**src/rtl/fpe_regs.svh**
```systemverilog
// Timing and geometry constants of the flash programming-port entry block.
// Assumes a 200 MHz core clock; included by the timer and top design files.
`ifndef FPE_REGS_SVH
`define FPE_REGS_SVH
`define FPE_CLK_MHZ 200
`define FPE_WRITE_MAX_US 21
`define FPE_PAGE_ERASE_MAX_MS 21
`define FPE_MASS_ERASE_MAX_MS 21
`define FPE_ENTER_MIN_US 125
`define FPE_EXIT_MIN_US 10
`define FPE_WRITE_CYC (`FPE_WRITE_MAX_US * `FPE_CLK_MHZ)
`define FPE_PAGE_CYC (`FPE_PAGE_ERASE_MAX_MS * 1000 * `FPE_CLK_MHZ)
`define FPE_MASS_CYC (`FPE_MASS_ERASE_MAX_MS * 1000 * `FPE_CLK_MHZ)
`define FPE_OP_NONE 2'h0
`define FPE_OP_WRITE 2'h1
`define FPE_OP_PAGE 2'h2
`define FPE_OP_MASS 2'h3
`define FPE_SYNC_STAGES 2
`define FPE_PIN_COUNT 5
`define FPE_PIN_IDLE 5'h07
`define FPE_PIN_RESET 0
`define FPE_PIN_ENABLE 1
`define FPE_PIN_SELECT 2
`define FPE_PIN_SCLK 3
`define FPE_PIN_DATA 4
`endif

```
**src/rtl/fpe_pkg.sv**
```systemverilog
// Types shared by the flash programming-port entry design files.
// Assumes fpe_regs.svh supplies the numeric constants.
package fpe_pkg;
    typedef enum logic [1:0] {FPE_RUN, FPE_PROG, FPE_EXIT} fpe_mode_t;
    typedef enum logic [1:0] {FPE_IDLE, FPE_BUSY} fpe_op_t;
endpackage : fpe_pkg

```
**src/rtl/fpe_flash_timer.sv**
```systemverilog
// Flash operation timer: holds busy for a bounded count per operation kind.
// Assumes start pulses and kind come from logic on the same clock.
`include "fpe_regs.svh"
`timescale 1ns/1ps
`default_nettype none
module fpe_flash_timer #(
    parameter int unsigned WRITE_CYC = `FPE_WRITE_CYC,
    parameter int unsigned PAGE_CYC = `FPE_PAGE_CYC,
    parameter int unsigned MASS_CYC = `FPE_MASS_CYC
) (
    // Clock and reset
    input wire logic clk,
    input wire logic rstN,
    // Request
    input wire logic start,
    input wire logic [1:0] kind,
    // Status
    output logic busy,
    output logic done
);
    fpe_pkg::fpe_op_t state_r;
    logic [31:0] count_r;

    always_ff @(posedge clk or negedge rstN) begin
        if (!rstN) begin
            state_r <= fpe_pkg::FPE_IDLE;
            count_r <= 32'h0;
            done <= 1'b0;
        end else begin
            done <= 1'b0;
            case (state_r)
                fpe_pkg::FPE_IDLE: begin
                    if (start && kind != `FPE_OP_NONE) begin
                        state_r <= fpe_pkg::FPE_BUSY;
                        // Full budget used; real cells finish sooner, never later
                        case (kind)
                            `FPE_OP_WRITE: count_r <= WRITE_CYC - 1; // see RULE_01
                            `FPE_OP_PAGE: count_r <= PAGE_CYC - 1; // see RULE_02
                            default: count_r <= MASS_CYC - 1; // see RULE_03
                        endcase
                    end
                end
                fpe_pkg::FPE_BUSY: begin
                    if (count_r == 32'h0) begin
                        state_r <= fpe_pkg::FPE_IDLE;
                        done <= 1'b1;
                    end else begin
                        count_r <= count_r - 32'h1;
                    end
                end
                default: state_r <= fpe_pkg::FPE_IDLE;
            endcase
        end
    end

    assign busy = (state_r == fpe_pkg::FPE_BUSY);
endmodule : fpe_flash_timer
`default_nettype wire

```
**src/rtl/fpe_top.sv**
```systemverilog
// Flash programming-port entry: mode detection, fetch stall, op timing.
// Assumes pins are asynchronous to core_clk; serial protocol decode lies elsewhere.
// Function
// RULE_01 - Word write finishes within 21 us
// RULE_02 - Page erase finishes within 21 ms
// RULE_03 - Bank mass erase finishes within 21 ms
// RULE_04 - Busy bank stalls instruction fetches
// RULE_05 - Programmer asserts enable before reset
// RULE_06 - Programmer waits 125 us before select
// RULE_07 - Programmer waits 10 us before exit
// RULE_08 - Module reset is active low
// RULE_09 - Processor held inactive in programming mode
`include "fpe_regs.svh"
`timescale 1ns/1ps
`default_nettype none
module fpe_top #(
    parameter int unsigned BANKS = 2,
    parameter int unsigned WRITE_CYC = `FPE_WRITE_CYC,
    parameter int unsigned PAGE_CYC = `FPE_PAGE_CYC,
    parameter int unsigned MASS_CYC = `FPE_MASS_CYC
) (
    // Clock and reset
    input wire logic core_clk,
    input wire logic arst_n,
    // Programmer pins
    input wire logic module_reset_n,
    input wire logic flash_program_enable_n,
    input wire logic prog_port_select_n,
    input wire logic prog_port_serial_clock,
    input wire logic prog_port_data_in,
    // Flash operation requests: start per bank, kind shared by all banks
    input wire logic [BANKS-1:0] opStart,
    input wire logic [1:0] opKind,
    // Status and control outputs
    output logic progMode,
    output logic cpuHold,
    output logic [BANKS-1:0] bankBusy,
    output logic [BANKS-1:0] fetchStall,
    output logic [BANKS-1:0] opDone,
    output logic serialEdge,
    output logic serialBit
);

    // Local copy of the board reset; every other flop in the block uses it
    // Assertion is immediate, release waits two edges
    logic rstSync1_r;
    logic rstN_r;

    always_ff @(posedge core_clk or negedge arst_n) begin
        if (!arst_n) begin
            rstSync1_r <= 1'b0;
        end else begin
            rstSync1_r <= 1'b1;
        end
    end

    always_ff @(posedge core_clk or negedge arst_n) begin
        if (!arst_n) begin
            rstN_r <= 1'b0;
        end else begin
            rstN_r <= rstSync1_r;
        end
    end

    // Pins gathered in one vector so that one loop builds every synchroniser
    // Limitation: a pin pulse shorter than one clock may be missed
    // Reset, enable and select idle high; serial clock and data idle low
    localparam int PINS = `FPE_PIN_COUNT;
    localparam logic [PINS-1:0] PIN_IDLE = `FPE_PIN_IDLE;
    wire logic [PINS-1:0] pinRaw;
    wire logic [PINS-1:0] pinSync;
    logic mrstN;
    logic penN;
    logic selN;
    logic sck;
    logic mosi;

    assign pinRaw[`FPE_PIN_RESET] = module_reset_n;
    assign pinRaw[`FPE_PIN_ENABLE] = flash_program_enable_n;
    assign pinRaw[`FPE_PIN_SELECT] = prog_port_select_n;
    assign pinRaw[`FPE_PIN_SCLK] = prog_port_serial_clock;
    assign pinRaw[`FPE_PIN_DATA] = prog_port_data_in;

    // Flops start at each pin's idle level, so no false edge follows reset
    genvar p;
    generate
        for (p = 0; p < PINS; p++) begin : gSync
            logic stageA_r;
            logic stageB_r;
            always_ff @(posedge core_clk or negedge rstN_r) begin
                if (!rstN_r) begin
                    stageA_r <= PIN_IDLE[p];
                    stageB_r <= PIN_IDLE[p];
                end else begin
                    stageA_r <= pinRaw[p];
                    stageB_r <= stageA_r;
                end
            end
            // Only the second stage is ever read
            assign pinSync[p] = stageB_r;
        end
    endgenerate

    assign mrstN = pinSync[`FPE_PIN_RESET];
    assign penN = pinSync[`FPE_PIN_ENABLE];
    assign selN = pinSync[`FPE_PIN_SELECT];
    assign sck = pinSync[`FPE_PIN_SCLK];
    assign mosi = pinSync[`FPE_PIN_DATA];

    // Mode tracking; entry needs both lines low
    // A reset alone only holds the processor; it never opens the port
    fpe_pkg::fpe_mode_t mode_r;
    always_ff @(posedge core_clk or negedge rstN_r) begin
        if (!rstN_r) begin
            mode_r <= fpe_pkg::FPE_RUN;
        end else begin
            case (mode_r)
                fpe_pkg::FPE_RUN: begin
                    if (!mrstN && !penN) begin
                        mode_r <= fpe_pkg::FPE_PROG; // see RULE_05, RULE_08
                    end
                end
                fpe_pkg::FPE_PROG: begin
                    // Leaving needs both lines released; the quiet gap is on the programmer
                    if (mrstN && penN) begin
                        mode_r <= fpe_pkg::FPE_EXIT; // see RULE_07
                    end
                end
                fpe_pkg::FPE_EXIT: begin
                    mode_r <= fpe_pkg::FPE_RUN;
                end
                default: mode_r <= fpe_pkg::FPE_RUN;
            endcase
        end
    end

    assign progMode = (mode_r == fpe_pkg::FPE_PROG);
    // Processor held while module reset low or programming; see RULE_08, RULE_09
    assign cpuHold = progMode || !mrstN;

    // Select is trusted only once reset has been low for the enter wait.
    // The count runs on the synchronised line, so the sync stages come off
    // the target and a punctual programmer is never refused.
    localparam int SYNC = `FPE_SYNC_STAGES;
    localparam int ENTER_CYC = `FPE_ENTER_MIN_US * `FPE_CLK_MHZ - SYNC;
    localparam int ENTER_W = $clog2(ENTER_CYC + 1);
    localparam logic [ENTER_W-1:0] ENTER_END = ENTER_W'(ENTER_CYC);
    logic [ENTER_W-1:0] enterCount_r;
    logic enterDone;
    logic selTrusted;

    always_ff @(posedge core_clk or negedge rstN_r) begin
        if (!rstN_r) begin
            enterCount_r <= '0;
        end else if (mrstN) begin
            enterCount_r <= '0;
        end else if (enterCount_r != ENTER_END) begin
            enterCount_r <= enterCount_r + 1'b1;
        end
    end

    assign enterDone = (enterCount_r == ENTER_END);
    assign selTrusted = progMode && !selN && enterDone; // see RULE_06

    // Edges are found on the core clock, so the serial clock must stay far slower
    // Serial clock rests low, matching the flop's reset value
    logic sckPrev_r;
    logic sckRise;
    assign sckRise = sck && !sckPrev_r;

    always_ff @(posedge core_clk or negedge rstN_r) begin
        if (!rstN_r) begin
            sckPrev_r <= 1'b0;
        end else begin
            sckPrev_r <= sck;
        end
    end

    always_ff @(posedge core_clk or negedge rstN_r) begin
        if (!rstN_r) begin
            serialEdge <= 1'b0;
        end else begin
            serialEdge <= selTrusted && sckRise; // see RULE_06
        end
    end

    // Captured bit holds until the next accepted edge
    always_ff @(posedge core_clk or negedge rstN_r) begin
        if (!rstN_r) begin
            serialBit <= 1'b0;
        end else if (selTrusted && sckRise) begin
            serialBit <= mosi;
        end
    end

    // Each bank owns a timer, so work on one bank leaves the other fetching
    genvar b;
    generate
        for (b = 0; b < BANKS; b++) begin : gBank
            logic startValid;
            assign startValid = opStart[b] && opKind != `FPE_OP_NONE;

            fpe_flash_timer #(
                .WRITE_CYC(WRITE_CYC),
                .PAGE_CYC(PAGE_CYC),
                .MASS_CYC(MASS_CYC)
            ) uTimer (
                .clk(core_clk),
                .rstN(rstN_r),
                .start(opStart[b]),
                .kind(opKind),
                .busy(bankBusy[b]),
                .done(opDone[b])
            );

            // Stall also covers the start cycle so no fetch slips in
            assign fetchStall[b] = bankBusy[b] || startValid; // see RULE_04
        end
    endgenerate
endmodule : fpe_top
`default_nettype wire

```
**config.mk**
```make
export PLATFORM = sky130hd
export DESIGN_NAME = fpe_top
export DESIGN_NICKNAME = d
export VERILOG_FILES = /design/src/rtl/fpe_pkg.sv /design/src/rtl/fpe_flash_timer.sv /design/src/rtl/fpe_top.sv
export VERILOG_INCLUDE_DIRS = /design/src /design/src/rtl
export SDC_FILE = /design/constraint.sdc
export NUM_CORES = 1
export LEC_CHECK = 0
export ABC_AREA = 1
export BUFFER_PORTS_ARGS = -buffer_cell sky130_fd_sc_hd__buf_4
export CORE_MARGIN = 2
export CORE_UTILIZATION = 60
export DETAILED_ROUTE_END_ITERATION = 6
export PLACE_DENSITY_LB_ADDON = 0.25
export REMOVE_ABC_BUFFERS = 1
export SLEW_MARGIN = 10
export SYNTH_ARGS = -nofsm -noshare
export SYNTH_HDL_FRONTEND = slang
export SYNTH_SLANG_ARGS = --single-unit
```
**constraint.sdc**
```tcl
create_clock -name core_clk -period 4.04 [get_ports core_clk]
set_input_delay 0.202 -clock core_clk [delete_from_list [all_inputs] [get_ports core_clk]]
set_output_delay 0.202 -clock core_clk [all_outputs]
set_load 0.01 [all_outputs]
```
==> results.md <==
* Status: finished clean
* Nets at 892
* Post-Layout Cell Count at 1,015
* Routed vias at 5,430
* CTS resizes at 0
* Final worst slack at 1460 ps
* NetSw at 1.61 mW
* Worst VDD drop at 0.434 mV
* DR WL/cell at 13.0 µm
* Count of pins over their slew limit at 0
* DRC at 0
* List of most frequent post-synthesis cells: nand2_1, nor2_1, dfrtp_1
* Maxcap violations at 0
* Total wire length at 13,100 µm
* Combinational share of power at 0.411
* Vias in the first global route at 5,112
* Die W at 105 µm
* Fmax at 0.388 GHz
* Mapped Cells at 862
* Count leader, synth: nand2_1
* Layout cells sized above 1 at 0.113
* # fillers at 897
* Total Power at 3.57 mW
* Critical Path AT at 2840 ps
* Syn Area/Cell at 7.09 µm²
* Launching point of the worst reg2reg path: gBank[0].uTimer.count_r[0]$_DFFE_PN0P_
* CTS HTree Levels at 3
* Post-CTS Setup Repair Bufs at 0
* Vias/cell at 5.35
* Worst Path Required at 4300 ps
* Measured slew at the worst slew-check pin at 825 ps
* DPL Wire Length at 9490 µm
* Final Util at 0.660
* Maximum root-to-sink buffer count at 2
* Reg2reg end: gBank[0].uTimer.count_r[3]$_DFFE_PN0P_
* Total negative setup slack at 0 ps
* First-pass iteration count of the detailed router at 5
* Core Footprint at 0.00982 mm²
* Yosys warnings at 0
* Final hold violations at 0
* Clock power frac at 0.171
* Slew HR at 0.450
* Post-synth cell types at 35
* Top area cells in the synthesized netlist: dfrtp_1, nand2_1, nor2_1
* Hold_buf cts at 6
* Synth async-reset ratio at 1.00
* Main synth FF type: dfrtp_1
* Initial Utilization at 0.622
* Reg clk slew, reported paths at 100 ps
* GRT overflow at 0
* Largest net degree at the start of global routing at 67
* Sequential share of power at 0.418
* Minimum clock period at 2580 ps
* Placer congestion estimate at 0.933
* FF-to-FF setup slack at 1460 ps
* Power Dens Cells at 550 mW/mm²
* Ant diodes at 0
* Fin crit share at 0.638
* CP Max Fanout at 38
* Mapped Area at 0.00611 mm²
* Cell taking the most area after synthesis: dfrtp_1
* Final antenna-violating net count at 0
* Area Overhead vs Synth at 5.98%
* Crit Path Class: register to register
* #FFs+latches synth at 100
* # clock sinks at 100
* Final setup violation count at 0
* Clock Latency Late Sink at 400 ps
* Leak at 3.31 nW
* Critical path startpoint category: register
* Internal at 1.95 mW
* DP Worst Slack at 1470 ps
* Top Ports at 21
* Inst Count DP at 993
* Global-route wire length before repair at 23,400 µm
* DR iter-0 viols at 452
* R2R depth at 11
* Initial antenna violation count at 0
* Row cnt at 36
* RSZ-0062 raised after global routing: no
* TritonCTS clock tree: yes
* Number of flops mapped to enable cells by yosys at 0
* Crit. End Element: register
* Sequential element share of the synthesized area at 0.411
* Die area at 0.0110 mm²
* Clock skew at 12.3 ps
* Worst hold path type: input port to asynchronous set/reset pin
* Clock root cell: clkbuf_8
* Sw frac at 0.453
* TritonCTS Buffers at 9
* Port bufs at 20
* GR Util All Layers at 0.263
* Chip height at 105 µm
* Yosys top cell area share at 0.385
-- cells in the final DEF, fill, tap and decap left out, types with 10 or more instances in the layout --
master    Yosys  final
a21oi_1      14     14
inv_1        87     87
o21ai_2      16     16
o21ai_1      17     17
buf_4         7     23
o21ai_0      43     43
nand3_1      65     65
nor2_1      160    160
xor2_1       13     13
clkbuf_8      0     10
nand2_1     231    231
nand2_2      20     20
nor3_1       10     10
dfrtp_1      94     93
nand4_1      20     20
-- cells by family (layout without fill, tap and decap cells) --
family	after synthesis	after routing	share of synthesized area
DFF	100	100	0.411
other	1	1	0.000614
buffers and inverters	116	136	0.0915
and+or+nand+nor	524	524	0.370
xor gates and xnor gates	14	14	0.0201
AOI/OAI and AO/OA	103	103	0.0993
adders and majority gates	4	4	0.00819
-- per-layer routing --
layer / up-vias / wire, µm / track usage
li1: 2773 / - / -
met1: 2496 / 6250 / 0.357
met2: 142 / 5870 / 0.415
met3: 19 / 808 / 0.0574
met4: 0 / 220 / 0.0924
met5: - / 0 / 0
-- worst max-delay path by stage --
stage                                                 from                                      end  slack (ps)  cells past startpoint
global route        gBank[0].uTimer.count_r[0]$_DFFE_PN0P_   gBank[0].uTimer.count_r[4]$_DFFE_PN0P_        1170                     11
CTS                 gBank[0].uTimer.count_r[0]$_DFFE_PN0P_   gBank[0].uTimer.count_r[2]$_DFFE_PN0P_        1460                     11
detailed placement  gBank[0].uTimer.count_r[0]$_DFFE_PN0P_   gBank[0].uTimer.count_r[2]$_DFFE_PN0P_        1470                     11
finish              gBank[0].uTimer.count_r[0]$_DFFE_PN0P_   gBank[0].uTimer.count_r[3]$_DFFE_PN0P_        1460                     11
floorplan                                 rstN_r$_DFF_PN0_              enterCount_r[0]$_DFFE_PN0P_        1060                      0
global placement    gBank[0].uTimer.count_r[0]$_DFFE_PN0P_  gBank[0].uTimer.count_r[22]$_DFFE_PN0P_        1510                     11
-- flip-flops by register name (all words and copies together) (netlist names) --
signal and flops:
gSync.stageA_r 5, mode_r 2, gBank.uTimer.done 2, rstSync1_r 1, enterCount_r 15, sckPrev_r 1, rstN_r 1, gSync.stageB_r 5
gBank.uTimer.count_r 64, serialBit 1, gBank.uTimer.state_r 2, serialEdge 1
-- layout make-up --
class	instances	area [µm²]	area share
sequential	100	2510	0.388
tap	133	166	0.0257
multi-input combinational	646	3040	0.470
clock buffer	11	141	0.0218
timing repair buffer	29	233	0.0359
clock inverter	5	38.8	0.00599
inverter	91	342	0.0527
-- per-stage QoR --
step | cell area [µm²] | hold slack (ps)
3_5_place_dp | 6240 | -14.2
5_1_grt | 6480 | 103
4_1_cts | 6480 | 95.1
3_3_place_gp | 6240 | -15.5
2_1_floorplan | 5890 | -93.6
6_report | 6480 | 112
-- worst max-delay path: stages, from the launching register on --
cell and delay [ps]:
dfrtp_1 400, inv_1 90, ha_1 250, inv_2 100, nor2_8 130, nand2_2 70, nor2_4 150, nand2_4 80
nand2_4 450, inv_1 480, nand2_1 150, o21ai_1 70
-- power by group through the flow --
stage	Clock [mW]	Combinational [mW]	Sequential, mW
2_1_floorplan	0	1.16	1.43
3_3_place_gp	0	1.40	1.49
3_5_place_dp	0	1.44	1.50
4_1_cts	0.630	1.45	1.48
5_1_grt	0.669	1.70	1.53
6_report	0.610	1.47	1.49
No activity file was read; power rests on OpenSTA's default activity.
